File: src/design/bma_regs.svh
// bma_regs.svh: bus-state numbers and pin widths for the bus mastership arbiter.
// Assumes one bus state per ref_clk period; included by bare name.
`ifndef BMA_REGS_SVH
`define BMA_REGS_SVH

// ----------------------------------------------------------------
// widths
// ----------------------------------------------------------------
`define BMA_ADDR_W 23
`define BMA_DATA_W 16
`define BMA_STEP_W 5

// ----------------------------------------------------------------
// bus state numbers
// ----------------------------------------------------------------
`define BMA_ST_FIRST 5'h00
`define BMA_ST_STROBE_ON 5'h02
`define BMA_ST_WR_DATA 5'h03
`define BMA_ST_WR_STROBE 5'h04
`define BMA_ST_ACK_READ 5'h04
`define BMA_ST_LATCH 5'h07
`define BMA_ST_RD_END 5'h07
`define BMA_ST_QUIET 5'h09
`define BMA_ST_RMW_DIR 5'h0E
`define BMA_ST_RMW_DATA 5'h0F
`define BMA_ST_RMW_STROBE 5'h10
`define BMA_ST_RMW_END 5'h13

`endif

File: src/design/bma_pkg.sv
// bma_pkg: state types of the bus mastership arbiter.
// Assumes the constants of bma_regs.svh for all numbers.
package bma_pkg;

  typedef enum logic [2:0] {
    BMA_BUS_IDLE,
    BMA_BUS_RUN,
    BMA_BUS_FAULT,
    BMA_BUS_HALT
  } bma_bus_t;

  typedef enum logic [1:0] {
    BMA_ARB_IDLE,
    BMA_ARB_OFFER,
    BMA_ARB_OWNED
  } bma_arb_t;

endpackage

File: src/design/bma_sync.sv
// bma_sync: two-flop synchroniser for a group of pin levels.
// Assumes inputs are asynchronous to ref_clk; the first stage feeds only the second.
`timescale 1ns/100ps
`default_nettype none

module bma_sync #(
  parameter int W = 1,
  parameter logic [W-1:0] INIT = '0
) (
  // clock and reset
  input wire logic ref_clk,
  input wire logic reset_n,
  // levels
  input wire logic [W-1:0] pin,
  output logic [W-1:0] level
);

  logic [W-1:0] stage1;

  always_ff @(posedge ref_clk or negedge reset_n) begin
    if (!reset_n) begin
      stage1 <= INIT;
      level <= INIT;
    end else begin
      stage1 <= pin;
      level <= stage1;
    end
  end

endmodule

`default_nettype wire

File: src/design/bma_arbiter.sv
// bma_arbiter: bus cycle sequencer with mastership arbitration and bus fault entry.
// Assumes a 10 MHz ref_clk, one bus state per clock, pins outside the clock domain.
//
// Summary of operation
// - direction high on read, low at state 14
// - data undriven state 14, driven from 15
// - no control output changes in state 9
// - byte strobe at 16; slave stores, acknowledges
// - no ack by 16 end: wait states inserted
// - state 19 drops strobes, holds address/data/direction
// - data bus released after state 19
// - requests handled while transfers run
// - bus released only after started cycle
// - request dropped before taken: resume processing
// - grant after sync; delayed past committed strobe
// - grant drops on taken; reoffered if pending
// - every asynchronous control input synchronised before use; data_in sampled directly
// - arbitration updates on edge after sync
// - float control tristates buses once strobe negated
// - bus fault: exception or retry cycle
// - address strobe held states 2 to 18 of rmw cycle
// - fault with halt: re-run sequence
// - rmw cycle never re-run; fault handled
`timescale 1ns/100ps
`default_nettype none

`include "bma_regs.svh"

module bma_arbiter
  import bma_pkg::*;
(
  // clock and reset
  input wire logic ref_clk,
  input wire logic reset_n,
  // core cycle requests
  input wire logic cycle_req,
  input wire logic cycle_write,
  input wire logic cycle_rmw,
  input wire logic [`BMA_ADDR_W-1:0] cycle_addr,
  input wire logic [`BMA_DATA_W-1:0] cycle_wdata,
  input wire logic [1:0] cycle_bsel,
  input wire logic [2:0] cycle_space,
  output logic cycle_ready,
  output logic cycle_done,
  output logic [`BMA_DATA_W-1:0] cycle_rdata,
  output logic fault_exception,
  output logic bus_floated,
  // arbitration pins
  input wire logic mastership_request_n,
  output logic mastership_grant_n,
  input wire logic mastership_taken_n,
  // bus pins
  output logic address_valid_strobe_n,
  output logic upper_byte_strobe_n,
  output logic lower_byte_strobe_n,
  output logic direction,
  output logic [2:0] space_code,
  output logic [`BMA_ADDR_W-1:0] address,
  output logic bus_oe,
  output logic [`BMA_DATA_W-1:0] data_out,
  output logic data_oe,
  input wire logic [`BMA_DATA_W-1:0] data_in,
  input wire logic transfer_ack_n,
  input wire logic bus_fault_in_n,
  input wire logic halt_in_n
);

  // ----------------------------------------------------------------
  // state
  // ----------------------------------------------------------------
  typedef struct packed {
    bma_bus_t bus;
    logic [`BMA_STEP_W-1:0] step;
    logic rmw;
    logic wr;
    logic faulted;
    logic [`BMA_ADDR_W-1:0] addr;
    logic [`BMA_DATA_W-1:0] wdata;
    logic [1:0] bsel;
    logic [2:0] space;
    logic [`BMA_DATA_W-1:0] rdata;
    logic ready;
    logic done;
    logic fault_exc;
    bma_arb_t arb;
    logic taken_prev;
    logic grant_n;
    logic as_n;
    logic uds_n;
    logic lds_n;
    logic dir;
    logic bus_oe;
    logic data_oe;
    logic floated;
  } bma_state_t;

  bma_state_t q, next_q;

  // ----------------------------------------------------------------
  // pin synchronisers
  // ----------------------------------------------------------------
  // the two-flop stage adds two clocks of latency before a pin level is used
  logic [4:0] pins_s;
  logic req, tkn, ack, flt, hlt;

  bma_sync #(.W(5), .INIT(5'h1F)) u_sync (
    .ref_clk(ref_clk),
    .reset_n(reset_n),
    .pin({mastership_request_n, mastership_taken_n, transfer_ack_n, bus_fault_in_n, halt_in_n}),
    .level(pins_s)
  );

  // active-low pins turned to positive logic after the sync stage
  assign req = ~pins_s[4];
  assign tkn = ~pins_s[3];
  assign ack = ~pins_s[2];
  assign flt = ~pins_s[1];
  assign hlt = ~pins_s[0];

  function automatic logic in_range(input logic [`BMA_STEP_W-1:0] s, input logic [`BMA_STEP_W-1:0] lo,
                                    input logic [`BMA_STEP_W-1:0] hi);
    in_range = (s >= lo) && (s <= hi);
  endfunction

  // ----------------------------------------------------------------
  // next state
  // ----------------------------------------------------------------
  logic start, hold_grant, flt_float;
  logic [`BMA_STEP_W-1:0] ns;

  always_comb begin
    next_q = q;
    next_q.done = 1'b0;
    next_q.fault_exc = 1'b0;
    next_q.taken_prev = tkn;
    ns = q.step;
    start = cycle_req && q.ready;
    // committed to a cycle whose strobe is not yet out: grant waits
    hold_grant = start || (q.bus == BMA_BUS_RUN && q.step < `BMA_ST_STROBE_ON);
    flt_float = 1'b0;

    // arbitration runs beside the bus cycle, not after it
    case (q.arb)
      BMA_ARB_IDLE: begin
        if (req && !hold_grant) begin
          next_q.arb = BMA_ARB_OFFER;
          next_q.grant_n = 1'b0;
        end
      end
      BMA_ARB_OFFER: begin
        if (tkn && !q.taken_prev) begin
          next_q.arb = BMA_ARB_OWNED;
          next_q.grant_n = 1'b1;
        end else if (!req && !tkn) begin
          // spurious request: back to normal processing
          next_q.arb = BMA_ARB_IDLE;
          next_q.grant_n = 1'b1;
        end
      end
      default: begin
        if (!tkn) begin
          next_q.arb = BMA_ARB_IDLE;
        end else if (req) begin
          next_q.arb = BMA_ARB_OFFER;
          next_q.grant_n = 1'b0;
        end
      end
    endcase

    case (q.bus)
      BMA_BUS_IDLE: begin
        if (start) begin
          next_q.bus = BMA_BUS_RUN;
          ns = `BMA_ST_FIRST;
          next_q.rmw = cycle_rmw;
          next_q.wr = cycle_write && !cycle_rmw;
          next_q.faulted = 1'b0;
          next_q.addr = cycle_addr;
          next_q.wdata = cycle_wdata;
          next_q.bsel = cycle_bsel;
          next_q.space = cycle_space;
        end
      end
      BMA_BUS_RUN: begin
        ns = q.step + 5'h01;
        if (q.step == `BMA_ST_ACK_READ || (q.rmw && q.step == `BMA_ST_RMW_STROBE)) begin
          if (flt) begin
            // a fault ends the cycle, rmw included
            next_q.faulted = 1'b1;
            ns = `BMA_ST_RD_END;
          end else if (!ack) begin
            ns = q.step;
          end
        end
        if (q.step == 5'h06 && !q.wr) begin
          next_q.rdata = data_in;
        end
        if ((q.step == `BMA_ST_RD_END && (!q.rmw || q.faulted)) || q.step == `BMA_ST_RMW_END) begin
          next_q.bus = q.faulted ? BMA_BUS_FAULT : BMA_BUS_IDLE;
          next_q.done = !q.faulted;
          ns = `BMA_ST_FIRST;
        end
      end
      BMA_BUS_FAULT: begin
        flt_float = 1'b1;
        if (!flt) begin
          if (hlt && !q.rmw) begin
            next_q.bus = BMA_BUS_HALT;
          end else begin
            next_q.bus = BMA_BUS_IDLE;
            next_q.fault_exc = 1'b1;
          end
        end
      end
      default: begin
        flt_float = 1'b1;
        // re-run the same cycle with the same address, codes and data
        if (!hlt) begin
          next_q.bus = BMA_BUS_RUN;
          next_q.faulted = 1'b0;
          ns = `BMA_ST_FIRST;
        end
      end
    endcase
    next_q.step = ns;

    // pin levels for the state being entered
    if (next_q.bus == BMA_BUS_RUN) begin
      next_q.as_n = !(in_range(ns, `BMA_ST_STROBE_ON, 5'h06) ||
                      (next_q.rmw && !next_q.faulted && in_range(ns, `BMA_ST_STROBE_ON, 5'h12)));
      next_q.uds_n = !(next_q.bsel[1] && ((!next_q.wr && in_range(ns, `BMA_ST_STROBE_ON, 5'h06)) ||
                                          (next_q.wr && in_range(ns, `BMA_ST_WR_STROBE, 5'h06)) ||
                                          (next_q.rmw && in_range(ns, `BMA_ST_RMW_STROBE, 5'h12))));
      next_q.lds_n = !(next_q.bsel[0] && ((!next_q.wr && in_range(ns, `BMA_ST_STROBE_ON, 5'h06)) ||
                                          (next_q.wr && in_range(ns, `BMA_ST_WR_STROBE, 5'h06)) ||
                                          (next_q.rmw && in_range(ns, `BMA_ST_RMW_STROBE, 5'h12))));
      next_q.dir = !((next_q.wr && ns >= `BMA_ST_STROBE_ON) || (next_q.rmw && ns >= `BMA_ST_RMW_DIR));
      next_q.data_oe = (next_q.wr && in_range(ns, `BMA_ST_WR_DATA, `BMA_ST_RD_END)) ||
                       (next_q.rmw && in_range(ns, `BMA_ST_RMW_DATA, `BMA_ST_RMW_END));
      next_q.bus_oe = 1'b1;
    end else begin
      next_q.as_n = 1'b1;
      next_q.uds_n = 1'b1;
      next_q.lds_n = 1'b1;
      next_q.dir = 1'b1;
      next_q.data_oe = 1'b0;
      // float control: bus given away or fault pending, strobe already negated
      next_q.bus_oe = !(flt_float || next_q.bus != BMA_BUS_IDLE || next_q.arb != BMA_ARB_IDLE || tkn);
    end
    next_q.ready = next_q.bus == BMA_BUS_IDLE && next_q.arb == BMA_ARB_IDLE && !tkn && !req;
    next_q.floated = !next_q.bus_oe;
  end

  always_ff @(posedge ref_clk or negedge reset_n) begin
    if (!reset_n) begin
      q <= '{bus: BMA_BUS_IDLE, step: `BMA_ST_FIRST, arb: BMA_ARB_IDLE, grant_n: 1'b1, as_n: 1'b1,
             uds_n: 1'b1, lds_n: 1'b1, dir: 1'b1, bus_oe: 1'b1, default: '0};
    end else begin
      q <= next_q;
    end
  end

  // ----------------------------------------------------------------
  // outputs
  // ----------------------------------------------------------------
  assign cycle_ready = q.ready;
  assign cycle_done = q.done;
  assign cycle_rdata = q.rdata;
  assign fault_exception = q.fault_exc;
  assign bus_floated = q.floated;
  assign mastership_grant_n = q.grant_n;
  assign address_valid_strobe_n = q.as_n;
  assign upper_byte_strobe_n = q.uds_n;
  assign lower_byte_strobe_n = q.lds_n;
  assign direction = q.dir;
  assign space_code = q.space;
  assign address = q.addr;
  assign bus_oe = q.bus_oe;
  assign data_out = q.wdata;
  assign data_oe = q.data_oe;

  // ----------------------------------------------------------------
  // checks
  // ----------------------------------------------------------------
  logic rmw_run;
  assign rmw_run = q.bus == BMA_BUS_RUN && q.rmw && !q.faulted;
endmodule

`default_nettype wire

File: config.mk
export PLATFORM = sky130hd
export DESIGN_NAME = bma_arbiter
export DESIGN_NICKNAME = d
export VERILOG_FILES = /design/src/design/bma_pkg.sv /design/src/design/bma_sync.sv /design/src/design/bma_arbiter.sv
export VERILOG_INCLUDE_DIRS = /design/src /design/src/design
export SDC_FILE = /design/constraint.sdc
export NUM_CORES = 1
export LEC_CHECK = 0
export BUFFER_PORTS_ARGS = -buffer_cell sky130_fd_sc_hd__buf_2
export CAP_MARGIN = 40
export CORE_UTILIZATION = 56
export DETAILED_ROUTE_END_ITERATION = 7
export HOLD_SLACK_MARGIN = 0.05
export PLACE_DENSITY_LB_ADDON = 0.05
export SYNTH_ARGS = -nofsm -noshare
export SYNTH_HDL_FRONTEND = slang
export SYNTH_SLANG_ARGS = --single-unit
File: constraint.sdc
create_clock -name ref_clk -period 5.83 [get_ports ref_clk]
set_input_delay 1.749 -clock ref_clk [delete_from_list [all_inputs] [get_ports ref_clk]]
set_output_delay 1.749 -clock ref_clk [all_outputs]
set_load 0.1 [all_outputs]
---- Word-level counts from Yosys, hierarchy flattened ----
Index checks and enable logic that the tools add are counted.
cells by class
  reduce and logical (&&, ||, !) cells .... 66
  $add $sub $neg .......................... 1
  bitwise gates (word level) .............. 3
  mux-type cells .......................... 40
  magnitude comparators ................... 11
  equality and inequality tests ........... 13
operators by type and width
  operator                                                            count
  2-to-1 mux 47 bit                                                   1
  2-to-1 mux 5 bit                                                    7
  logical AND 1 bit                                                   30
  2-to-1 mux 2 bit                                                    8
  equality test 5 x 3 -> 1 bit (second input constant)                3
  one-hot mux 5 bit (3 select lines)                                  1
  logical NOT 1 bit                                                   14
  2-to-1 mux 1 bit                                                    14
  logical OR 1 bit                                                    12
  2-to-1 mux 3 bit                                                    4
  equality test 5 bit (second input constant)                         2
  greater-or-equal comparator 5 x 2 -> 1 bit (second input constant)  2
  greater-or-equal comparator 5 x 4 -> 1 bit (second input constant)  2
  less-or-equal comparator 5 x 3 -> 1 bit (second input constant)     2
  less-or-equal comparator 5 bit (second input constant)              2
  != test 3 bit (second input constant)                               3
  one-hot mux 3 bit (3 select lines)                                  1
  equality test 3 x 1 -> 1 bit (second input constant)                2
  logical NOT 3 bit                                                   2
  2-to-1 mux 6 bit                                                    1
  adder 5 x 1 -> 5 bit (second input constant)                        1
  greater-or-equal comparator 5 x 3 -> 1 bit (second input constant)  1
  greater-or-equal comparator 5 bit (second input constant)           1
  less-than comparator 5 x 2 -> 1 bit (second input constant)         1
  13 further kinds                                                    17
word-level totals
  bits in registers ....................... 95
  output and inout port bits .............. 69
  logic and storage cells ................. 159
  bits of input ports ..................... 70

---- Depth between registers and ports, before layout ----
Gate-level depths: netlist of the first run.
  word-level depth ........................ 15
  mapped depth ............................ 10

---- Cells and area by module ----
Synthesis of the first run repeated with hierarchy kept, for this count alone.
unflattened totals
  cell total of the unflattened synthesis .. 367
  area total of the unflattened synthesis .. 4528.1 um^2
modules (own cells, without submodules)
  module       times used  cells an instance  seq. area each (um^2)  area each (um^2)
  bma_arbiter  1           357                2134.5                 4265.3
  bma_sync     1           10                 262.8                  262.8

---- Worst setup path before layout of the first run ----
Ideal clock, no wire load.
  path kind ............................... input port to flip-flop
  start point ............................. in cycle_req
  end point ............................... reg q, in the netlist upper_byte_strobe_n
  library setup time ...................... 0.089 ns
  cell stages on the path ................. 8
  path buffers ............................ 1
  path slack .............................. 2.473 ns
  required time ........................... 5.741 ns
  data arrival time ....................... 3.267 ns
  cell sequence ........................... and3b_4 nor2b_4 buf_6 mux2i_4 inv_1 or4b_1 o221ai_1 nand3_1
RTL lines
  element               RTL line            source
  start, declared       bma_arbiter.sv:36   input wire logic cycle_req,
  end signal, assigned  bma_arbiter.sv:256  q <= '{bus: BMA_BUS_IDLE, step: `BMA_ST_FIRST, arb: BMA_ARB_IDLE, grant_n: 1'b1, as_n: 1'b1,
  end signal, assigned  bma_arbiter.sv:259  q <= next_q;
  end, declared         bma_arbiter.sv:97   bma_state_t q, next_q;

==> results.json, run 1 <==
{
  "avgViaCountPerCell": 5.26,
  "firstDrtPassIters": 4,
  "avgRoutedWirePerCell_um": 15.4,
  "min_from": "u_sync.stage1[2]",
  "synth_top_area_share_pct": 42.9,
  "r2r_slack_ns": 2.97,
  "top_usage_layer": "met2",
  "grt_max_degree": 51,
  "fin_crit_sh_pct": 62.6,
  "grt_pass1_wl_um": 14400,
  "holdBufCountCts": 0,
  "fin_nets": 522,
  "ys_ff_latch": 95,
  "grtUsageMet1_pct": 27.5,
  "htreeDepth": 3,
  "cts.root.buffer_cell": "clkbuf_8",
  "drt-total-wl_um": 8570,
  "maxCapViolations": 0,
  "fin_tns_setup_ns": 0,
  "cts_tree": "yes",
  "ys_async_sr_fraction_pct": 100,
  "syn_area_per_cell_sq_um": 12.6,
  "status": "finished, final reports clean",
  "track_usage_pct": 21.7,
  "met3_usage_pct": 7.88,
  "cts_buffer_depth": 2,
  "grt_pass1_vias": 3015,
  "place_area_sq_mm": 0.00494,
  "fin_area_sq_mm": 0.00511,
  "criticalPathCategory": "in2reg",
  "use_met2_pct": 35.1,
  "place.detailed.hpwl_um": 6160,
  "worst_setup_path_start_kind": "input port",
  "synth_edf_count": 0,
  "cts_setup_buffers": 0,
  "cts_sinks": 95,
  "first_iter_violations": 110,
  "synth_area_leaders": "dfrtp_1, mux2_2, buf_4, dfstp_2, inv_1",
  "grt_antenna_before_repair": 0,
  "hold_viol": 0,
  "synth_largest_area_cell": "dfrtp_1",
  "synthFlopType": "dfrtp_1",
  "slew_violations": 0,
  "antenna_left": 0,
  "ff_latch_area_sq_mm": 0.00240,
  "worst_pin_slew_ns": 0.623,
  "min_period_ns": 3.65,
  "worstSetupEndpointType": "flop",
  "arrival_ns": 3.93,
  "final_common_cell": "buf_2",
  "clock_skew_ns": 0.0108,
  "fin_util_pct": 65.2,
  "reg2reg_to": "data_oe",
  "gr-total-overflow": 0,
  "cts_made_buffers": 9,
  "port_buffers": 138,
  "netlist_instances": 367,
  "multi_input_area_sq_mm": 0.00164,
  "drive_gt1_share_pct": 55.6,
  "crit_fanout": 39,
  "hold_path.class": "reg2reg",
  "vias": 2918,
  "path_clk_slew_ns": 0.10,
  "slew_headroom_pct": 58.5,
  "die_w_um": 92.8,
  "min_path_cells": 0,
  "syn-num-nets": 441,
  "syn_area_sq_mm": 0.00461,
  "setup_viol": 0,
  "die_area_sq_mm": 0.00860,
  "cts.repair.resized": 0,
  "start_util_pct": 58.8,
  "gp_congestion": 0.805,
  "yosysSeqAreaShare_pct": 52.0,
  "rows": 32,
  "fill_cells": 645,
  "syn_to_final_growth_pct": 10.9,
  "clk_latency_ns": 0.36,
  "io_pins": 139,
  "cp-startpoint": "cycle_req",
  "r2r_cells": 6,
  "hold-path-endpoint": "u_sync.level[2]",
  "fp.dieH_um": 92.8,
  "fin_cells": 555,
  "ys.warnings.count": 0,
  "drc_errors": 0,
  "post-place-cells": 539,
  "rr_startpoint": "q[84]",
  "diodes": 0,
  "ys_types": 63,
  "rsz0062_at_grt": "false",
  "fmax_ghz": 0.274,
  "coreArea_sq_mm": 0.00785,
  "crit_required_ns": 6.11,
  "layout_common_cells": "buf_2, dfrtp_1, mux2_2, dfstp_2, inv_1"
}
==> registers in the layout (all words and copies together), names as in the netlist <==
register,count
address,23
cycle_rdata,16
data_out,16
q,16
u_sync.level,5
u_sync.stage1,5
space_code,3
address_valid_strobe_n,1
bus_floated,1
bus_oe,1
cycle_done,1
cycle_ready,1
data_oe,1
direction,1
fault_exception,1
lower_byte_strobe_n,1
mastership_grant_n,1
upper_byte_strobe_n,1
==> critical path: stages <==
cell and delay (ns):
buf_2 0.09, and3b_4 0.23, nor2b_4 0.37, buf_4 0.50
mux2i_1 0.26, or4_1 0.51, a31oi_1 0.19
==> worst max path at each step <==
| stage | end | slack [ns] | depth (start not counted) |
|---|---|---|---|
| 6_report | data_oe | 2.18 | 7 |
| 5_1_grt | address_valid_strobe_n | 1.96 | 9 |
| 4_1_cts | data_oe | 2.19 | 7 |
| 3_5_place_dp | data_oe | 1.81 | 7 |
| 3_3_place_gp | data_oe | 1.88 | 7 |
| 2_1_floorplan | upper_byte_strobe_n | 2.47 | 8 |
==> cells in the mapped netlist, types with 3 or more instances <==
cell type / count
a211oi_1: 5
a21o_1: 3
a21oi_1: 8
buf_4: 60
buf_6: 3
clkbuf_1: 6
dfrtp_1: 79
dfstp_2: 16
ha_1: 4
inv_1: 15
mux2_2: 60
mux2i_1: 3
nand2_1: 7
nand2b_1: 5
nand3_1: 3
nand4b_1: 3
nor2_1: 11
nor3_1: 5
nor3b_1: 3
o211ai_1: 5
o21ai_0: 10
or2_2: 3
==> metal layers <==
metal / routed length [um] / vias to the layer above
met5: 0 / -
met4: 90 / 0
met3: 628 / 7
met2: 4200 / 92
met1: 3650 / 1425
li1: - / 1394
==> cells by family after synthesis <==
kind of cell	share of synthesized area, %
compound gates	10.2
fa+ha+maj	1.09
simple gates	8.44
flops	52.0
buf+inv	12.5
mux	15.8
==> layout make-up <==
class | count | share of cell area, %
Clock buffer | 10 | 2.50
Sequential cell | 95 | 46.9
Multi-Input combinational cell | 185 | 32.0
Inverter | 16 | 1.17
Tap cell | 102 | 2.50
Timing Repair Buffer | 141 | 14.1
Clock inverter | 6 | 0.856
==> metrics by stage <==
step / hold WS [ns] / setup slack, ns
CTS: 0.360 / 2.19
detailed placement: 0.347 / 1.81
global route: 0.363 / 1.96
floorplan: 0.345 / 2.47
global placement: 0.346 / 1.88
finish: 0.359 / 2.18
Power of run 1 is not shown: default switching activity piles up to over one toggle a cycle in this logic, so the estimate is an artifact.
==> run 2: changes to the inputs <==
- CORE_UTILIZATION: 56 -> 47
- clock period: 5.83 -> 3.33 ns (I/O delays scaled with it)
==> results.json, run 2 (synthesized netlist as in run 1, its figures left out) <==
{
  "cts_made_buffers": 9,
  "crit_required_ns": 3.61,
  "place_area_sq_mm": 0.00499,
  "htreeDepth": 3,
  "gr-total-overflow": 0,
  "die_w_um": 101,
  "grt_max_degree": 51,
  "cp-startpoint": "q[78]",
  "drc_errors": 0,
  "rr_startpoint": "q[78]",
  "layout_common_cells": "buf_2, dfrtp_1, mux2_2, dfstp_2, inv_1",
  "maxCapViolations": 0,
  "start_util_pct": 49.2,
  "clk_latency_ns": 0.36,
  "arrival_ns": 2.87,
  "hold-path-endpoint": "u_sync.level[0]",
  "final_common_cell": "buf_2",
  "worstSetupEndpointType": "flop",
  "cts.repair.resized": 0,
  "vias": 2990,
  "r2r_slack_ns": 0.74,
  "cts_sinks": 95,
  "fp.dieH_um": 101,
  "worst_setup_path_start_kind": "flop",
  "clock_skew_ns": 0.0128,
  "rows": 35,
  "grt_pass1_vias": 2979,
  "cts_tree": "yes",
  "fmax_ghz": 0.386,
  "grt_pass1_wl_um": 14400,
  "diodes": 0,
  "min_from": "u_sync.stage1[0]",
  "slew_headroom_pct": 57.0,
  "min_path_cells": 0,
  "cts_buffer_depth": 2,
  "coreArea_sq_mm": 0.00937,
  "cts.root.buffer_cell": "clkbuf_8",
  "track_usage_pct": 18.4,
  "reg2reg_to": "upper_byte_strobe_n",
  "status": "finished, final reports clean",
  "grt_antenna_before_repair": 0,
  "hold_path.class": "reg2reg",
  "ff_latch_area_sq_mm": 0.00240,
  "holdWs_ns": 0.354,
  "io_pins": 139,
  "slew_violations": 0,
  "first_iter_violations": 83,
  "setup_viol": 0,
  "largest_reg_flops": 23,
  "multi_input_area_sq_mm": 0.00164,
  "crit_fanout": 8,
  "fin_nets": 523,
  "hold_viol": 0,
  "drive_gt1_share_pct": 55.7,
  "fin_util_pct": 55.5,
  "drt-total-wl_um": 8780,
  "r2r_cells": 10,
  "avgRoutedWirePerCell_um": 15.1,
  "criticalPathCategory": "reg2reg",
  "path_clk_slew_ns": 0.10,
  "cts_setup_buffers": 0,
  "avgViaCountPerCell": 5.13,
  "place.detailed.hpwl_um": 6340,
  "syn_to_final_growth_pct": 12.7,
  "die_area_sq_mm": 0.0102,
  "firstDrtPassIters": 4,
  "holdBufCountCts": 0,
  "fin_area_sq_mm": 0.00520,
  "gp_congestion": 0.842,
  "min_period_ns": 2.59,
  "antenna_left": 0,
  "fill_cells": 865,
  "fin_crit_sh_pct": 77.8,
  "rsz0062_at_grt": "false",
  "worst_pin_slew_ns": 0.646,
  "port_buffers": 138,
  "fin_tns_setup_ns": 0
}
run 2: layout make-up:
| type | count | area share (%) |
|---|---|---|
| sequential | 95 | 46.1 |
| inverter | 16 | 1.16 |
| clock inverter | 5 | 1.23 |
| multi-input combinational | 185 | 31.5 |
| tap | 129 | 3.11 |
| clock buffer | 11 | 2.72 |
| timing repair buffer | 142 | 14.2 |
run 2: metrics by stage:
| step | setup WS (ns) | cells |
|---|---|---|
| 6_report | 0.738 | 583 |
| 5_1_grt | 0.537 | 583 |
| 4_1_cts | 0.768 | 583 |
| 3_5_place_dp | 0.541 | 567 |
| 3_3_place_gp | 0.579 | 567 |
| 2_1_floorplan | 0.651 | 367 |
run 2: worst max path at each step:
stage	endpoint	cells past startpoint
finish	upper_byte_strobe_n	10
global placement	lower_byte_strobe_n	8
detailed placement	upper_byte_strobe_n	8
CTS	upper_byte_strobe_n	10
global route	upper_byte_strobe_n	9
floorplan	upper_byte_strobe_n	8
run 2: metal layers:
metal | part of all wire [%] | up-vias | global-route usage (%)
met3 | 7.9 | 8 | 6.52
met1 | 43 | 1470 | 23.5
met5 | 0 | - | 0
li1 | - | 1398 | -
met4 | 1.3 | 0 | 5.46
met2 | 48 | 114 | 29.5
run 2: worst max-delay path, cell delays in order (launching register included):
cell      delay (ns)
dfrtp_1         0.52
inv_1           0.11
ha_1            0.16
nor3b_1         0.34
o21ai_4         0.16
o211ai_1        0.12
o21a_2          0.21
inv_1           0.12
or4b_1          0.54
o221ai_1        0.11
nand3_1         0.12
Power of run 2 is left out for the same reason.
==> run 3: changes to the inputs <==
- CORE_UTILIZATION: 47 -> 52
- clock period: 3.33 -> 2.4 ns (I/O delays scaled with it)
==> results.json, run 3 (synthesized netlist as in run 1, its figures left out) <==
{
  "gr-total-overflow": 0,
  "crit_required_ns": 2.67,
  "cts_made_buffers": 9,
  "setup_viol": 0,
  "worst_setup_path_start_kind": "flop",
  "place.detailed.hpwl_um": 6650,
  "grt_antenna_before_repair": 0,
  "fmax_ghz": 0.429,
  "rsz0062_at_grt": "true",
  "fin_cells": 578,
  "cts_buffer_depth": 2,
  "worstSetupEndpointType": "flop",
  "largest_reg_flops": 23,
  "grt_pass1_vias": 3005,
  "syn_to_final_growth_pct": 16.3,
  "fp.dieH_um": 96.2,
  "status": "finished, final reports clean",
  "die_w_um": 96.2,
  "arrival_ns": 2.60,
  "fin_crit_sh_pct": 97.1,
  "drt-total-wl_um": 8920,
  "worst_slack_ns": 0.0705,
  "maxCapViolations": 0,
  "r2r_slack_ns": 0.07,
  "first_iter_violations": 136,
  "fin_util_pct": 64.0,
  "min_period_ns": 2.33,
  "layout_common_cells": "buf_2, dfrtp_1, mux2_2, buf_4, dfstp_2",
  "slew_violations": 0,
  "coreArea_sq_mm": 0.00838,
  "path_clk_slew_ns": 0.10,
  "htreeDepth": 3,
  "slew_headroom_pct": 66.2,
  "cts_sinks": 95,
  "diodes": 0,
  "avgRoutedWirePerCell_um": 15.4,
  "drc_errors": 0,
  "final_common_cell": "buf_2",
  "cts_setup_buffers": 0,
  "post-place-cells": 562,
  "vias": 3061,
  "criticalPathCategory": "reg2reg",
  "gp_congestion": 0.911,
  "drive_gt1_share_pct": 59.0,
  "clk_latency_ns": 0.35,
  "track_usage_pct": 20.5,
  "cts_tree": "yes",
  "pre_cts_ws_ns": 0.0204,
  "rows": 33,
  "crit_fanout": 8,
  "r2r_cells": 9,
  "grt_pass1_wl_um": 14300,
  "antenna_left": 0,
  "worst_pin_slew_ns": 0.508,
  "holdBufCountCts": 0,
  "die_area_sq_mm": 0.00925,
  "port_buffers": 138,
  "clock_skew_ns": 0.0104,
  "start_util_pct": 55.0,
  "io_pins": 139,
  "avgViaCountPerCell": 5.30,
  "hold_viol": 0,
  "grt_max_degree": 45,
  "hold_path.class": "in2async",
  "fin_nets": 542,
  "firstDrtPassIters": 5,
  "cts.root.buffer_cell": "clkbuf_8"
}
## run 3: changes by cell type in the layout (fill, tap and decap cells not counted), moves of 2 or more
| cell | previous run | this run |
|---|---|---|
| buf_4 | 4 | 21 |
| dfrtp_2 | 0 | 3 |
| inv_6 | 2 | 0 |
| buf_12 | 1 | 3 |
| dfrtp_1 | 79 | 76 |
## run 3: path summary, 6_finish.rpt
path | startpoint | to
max | q[78] | data_oe
min | reset_n | bus_floated
max reg2reg | q[78] | data_oe
min reg2reg | u_sync.stage1[3] | u_sync.level[3]
max in group asynchronous | reset_n | u_sync.level[2]
min in group ref_clk | u_sync.stage1[3] | u_sync.level[3]
## run 3: final cells by class
type                       count  area, sq um
clock buffer                  11          141
clock inverter                 5         66.3
fill                         692         3020
inverter                      16         60.1
multi-input combinational    185         1660
sequential                    95         2400
tap                          105          131
timing repair buffer         161          903
## run 3: worst max-delay path, cell delays in order, from the launching register on
cell	delay (ns)
dfrtp_1	0.42
buf_4	0.18
ha_1	0.19
or2_2	0.28
o21ai_1	0.09
o211ai_1	0.15
o311ai_4	0.18
inv_2	0.08
or4_1	0.51
a31oi_1	0.19
## run 3: stage by stage
| step | hold slack [ns] | setup TNS (ns) | instance area [sq um] |
|---|---|---|---|
| after floorplan | 0.345 | 0 | 4610 |
| after detailed placement | 0.347 | 0 | 5130 |
| final | 0.327 | 0 | 5370 |
| after global routing | 0.358 | -0.0143 | 5370 |
| after global placement | 0.346 | 0 | 5130 |
| after CTS | 0.332 | 0 | 5340 |
## run 3: what timing repair did
action,in CTS,in global routing
endpoints found under the hold margin,0,0
gates resized for setup,0,7
endpoints found under the setup margin,0,5
## run 3: layer usage
layer	global-route usage (%)	routed length (um)	share of wire, %	vias to the layer above
met5	0	0	0	-
met1	26.6	3770	42	1493
met3	5.85	638	7.2	20
li1	-	-	-	1430
met4	7.96	189	2.1	0
met2	32.3	4320	48	118
Power of run 3 is left out for the same reason.
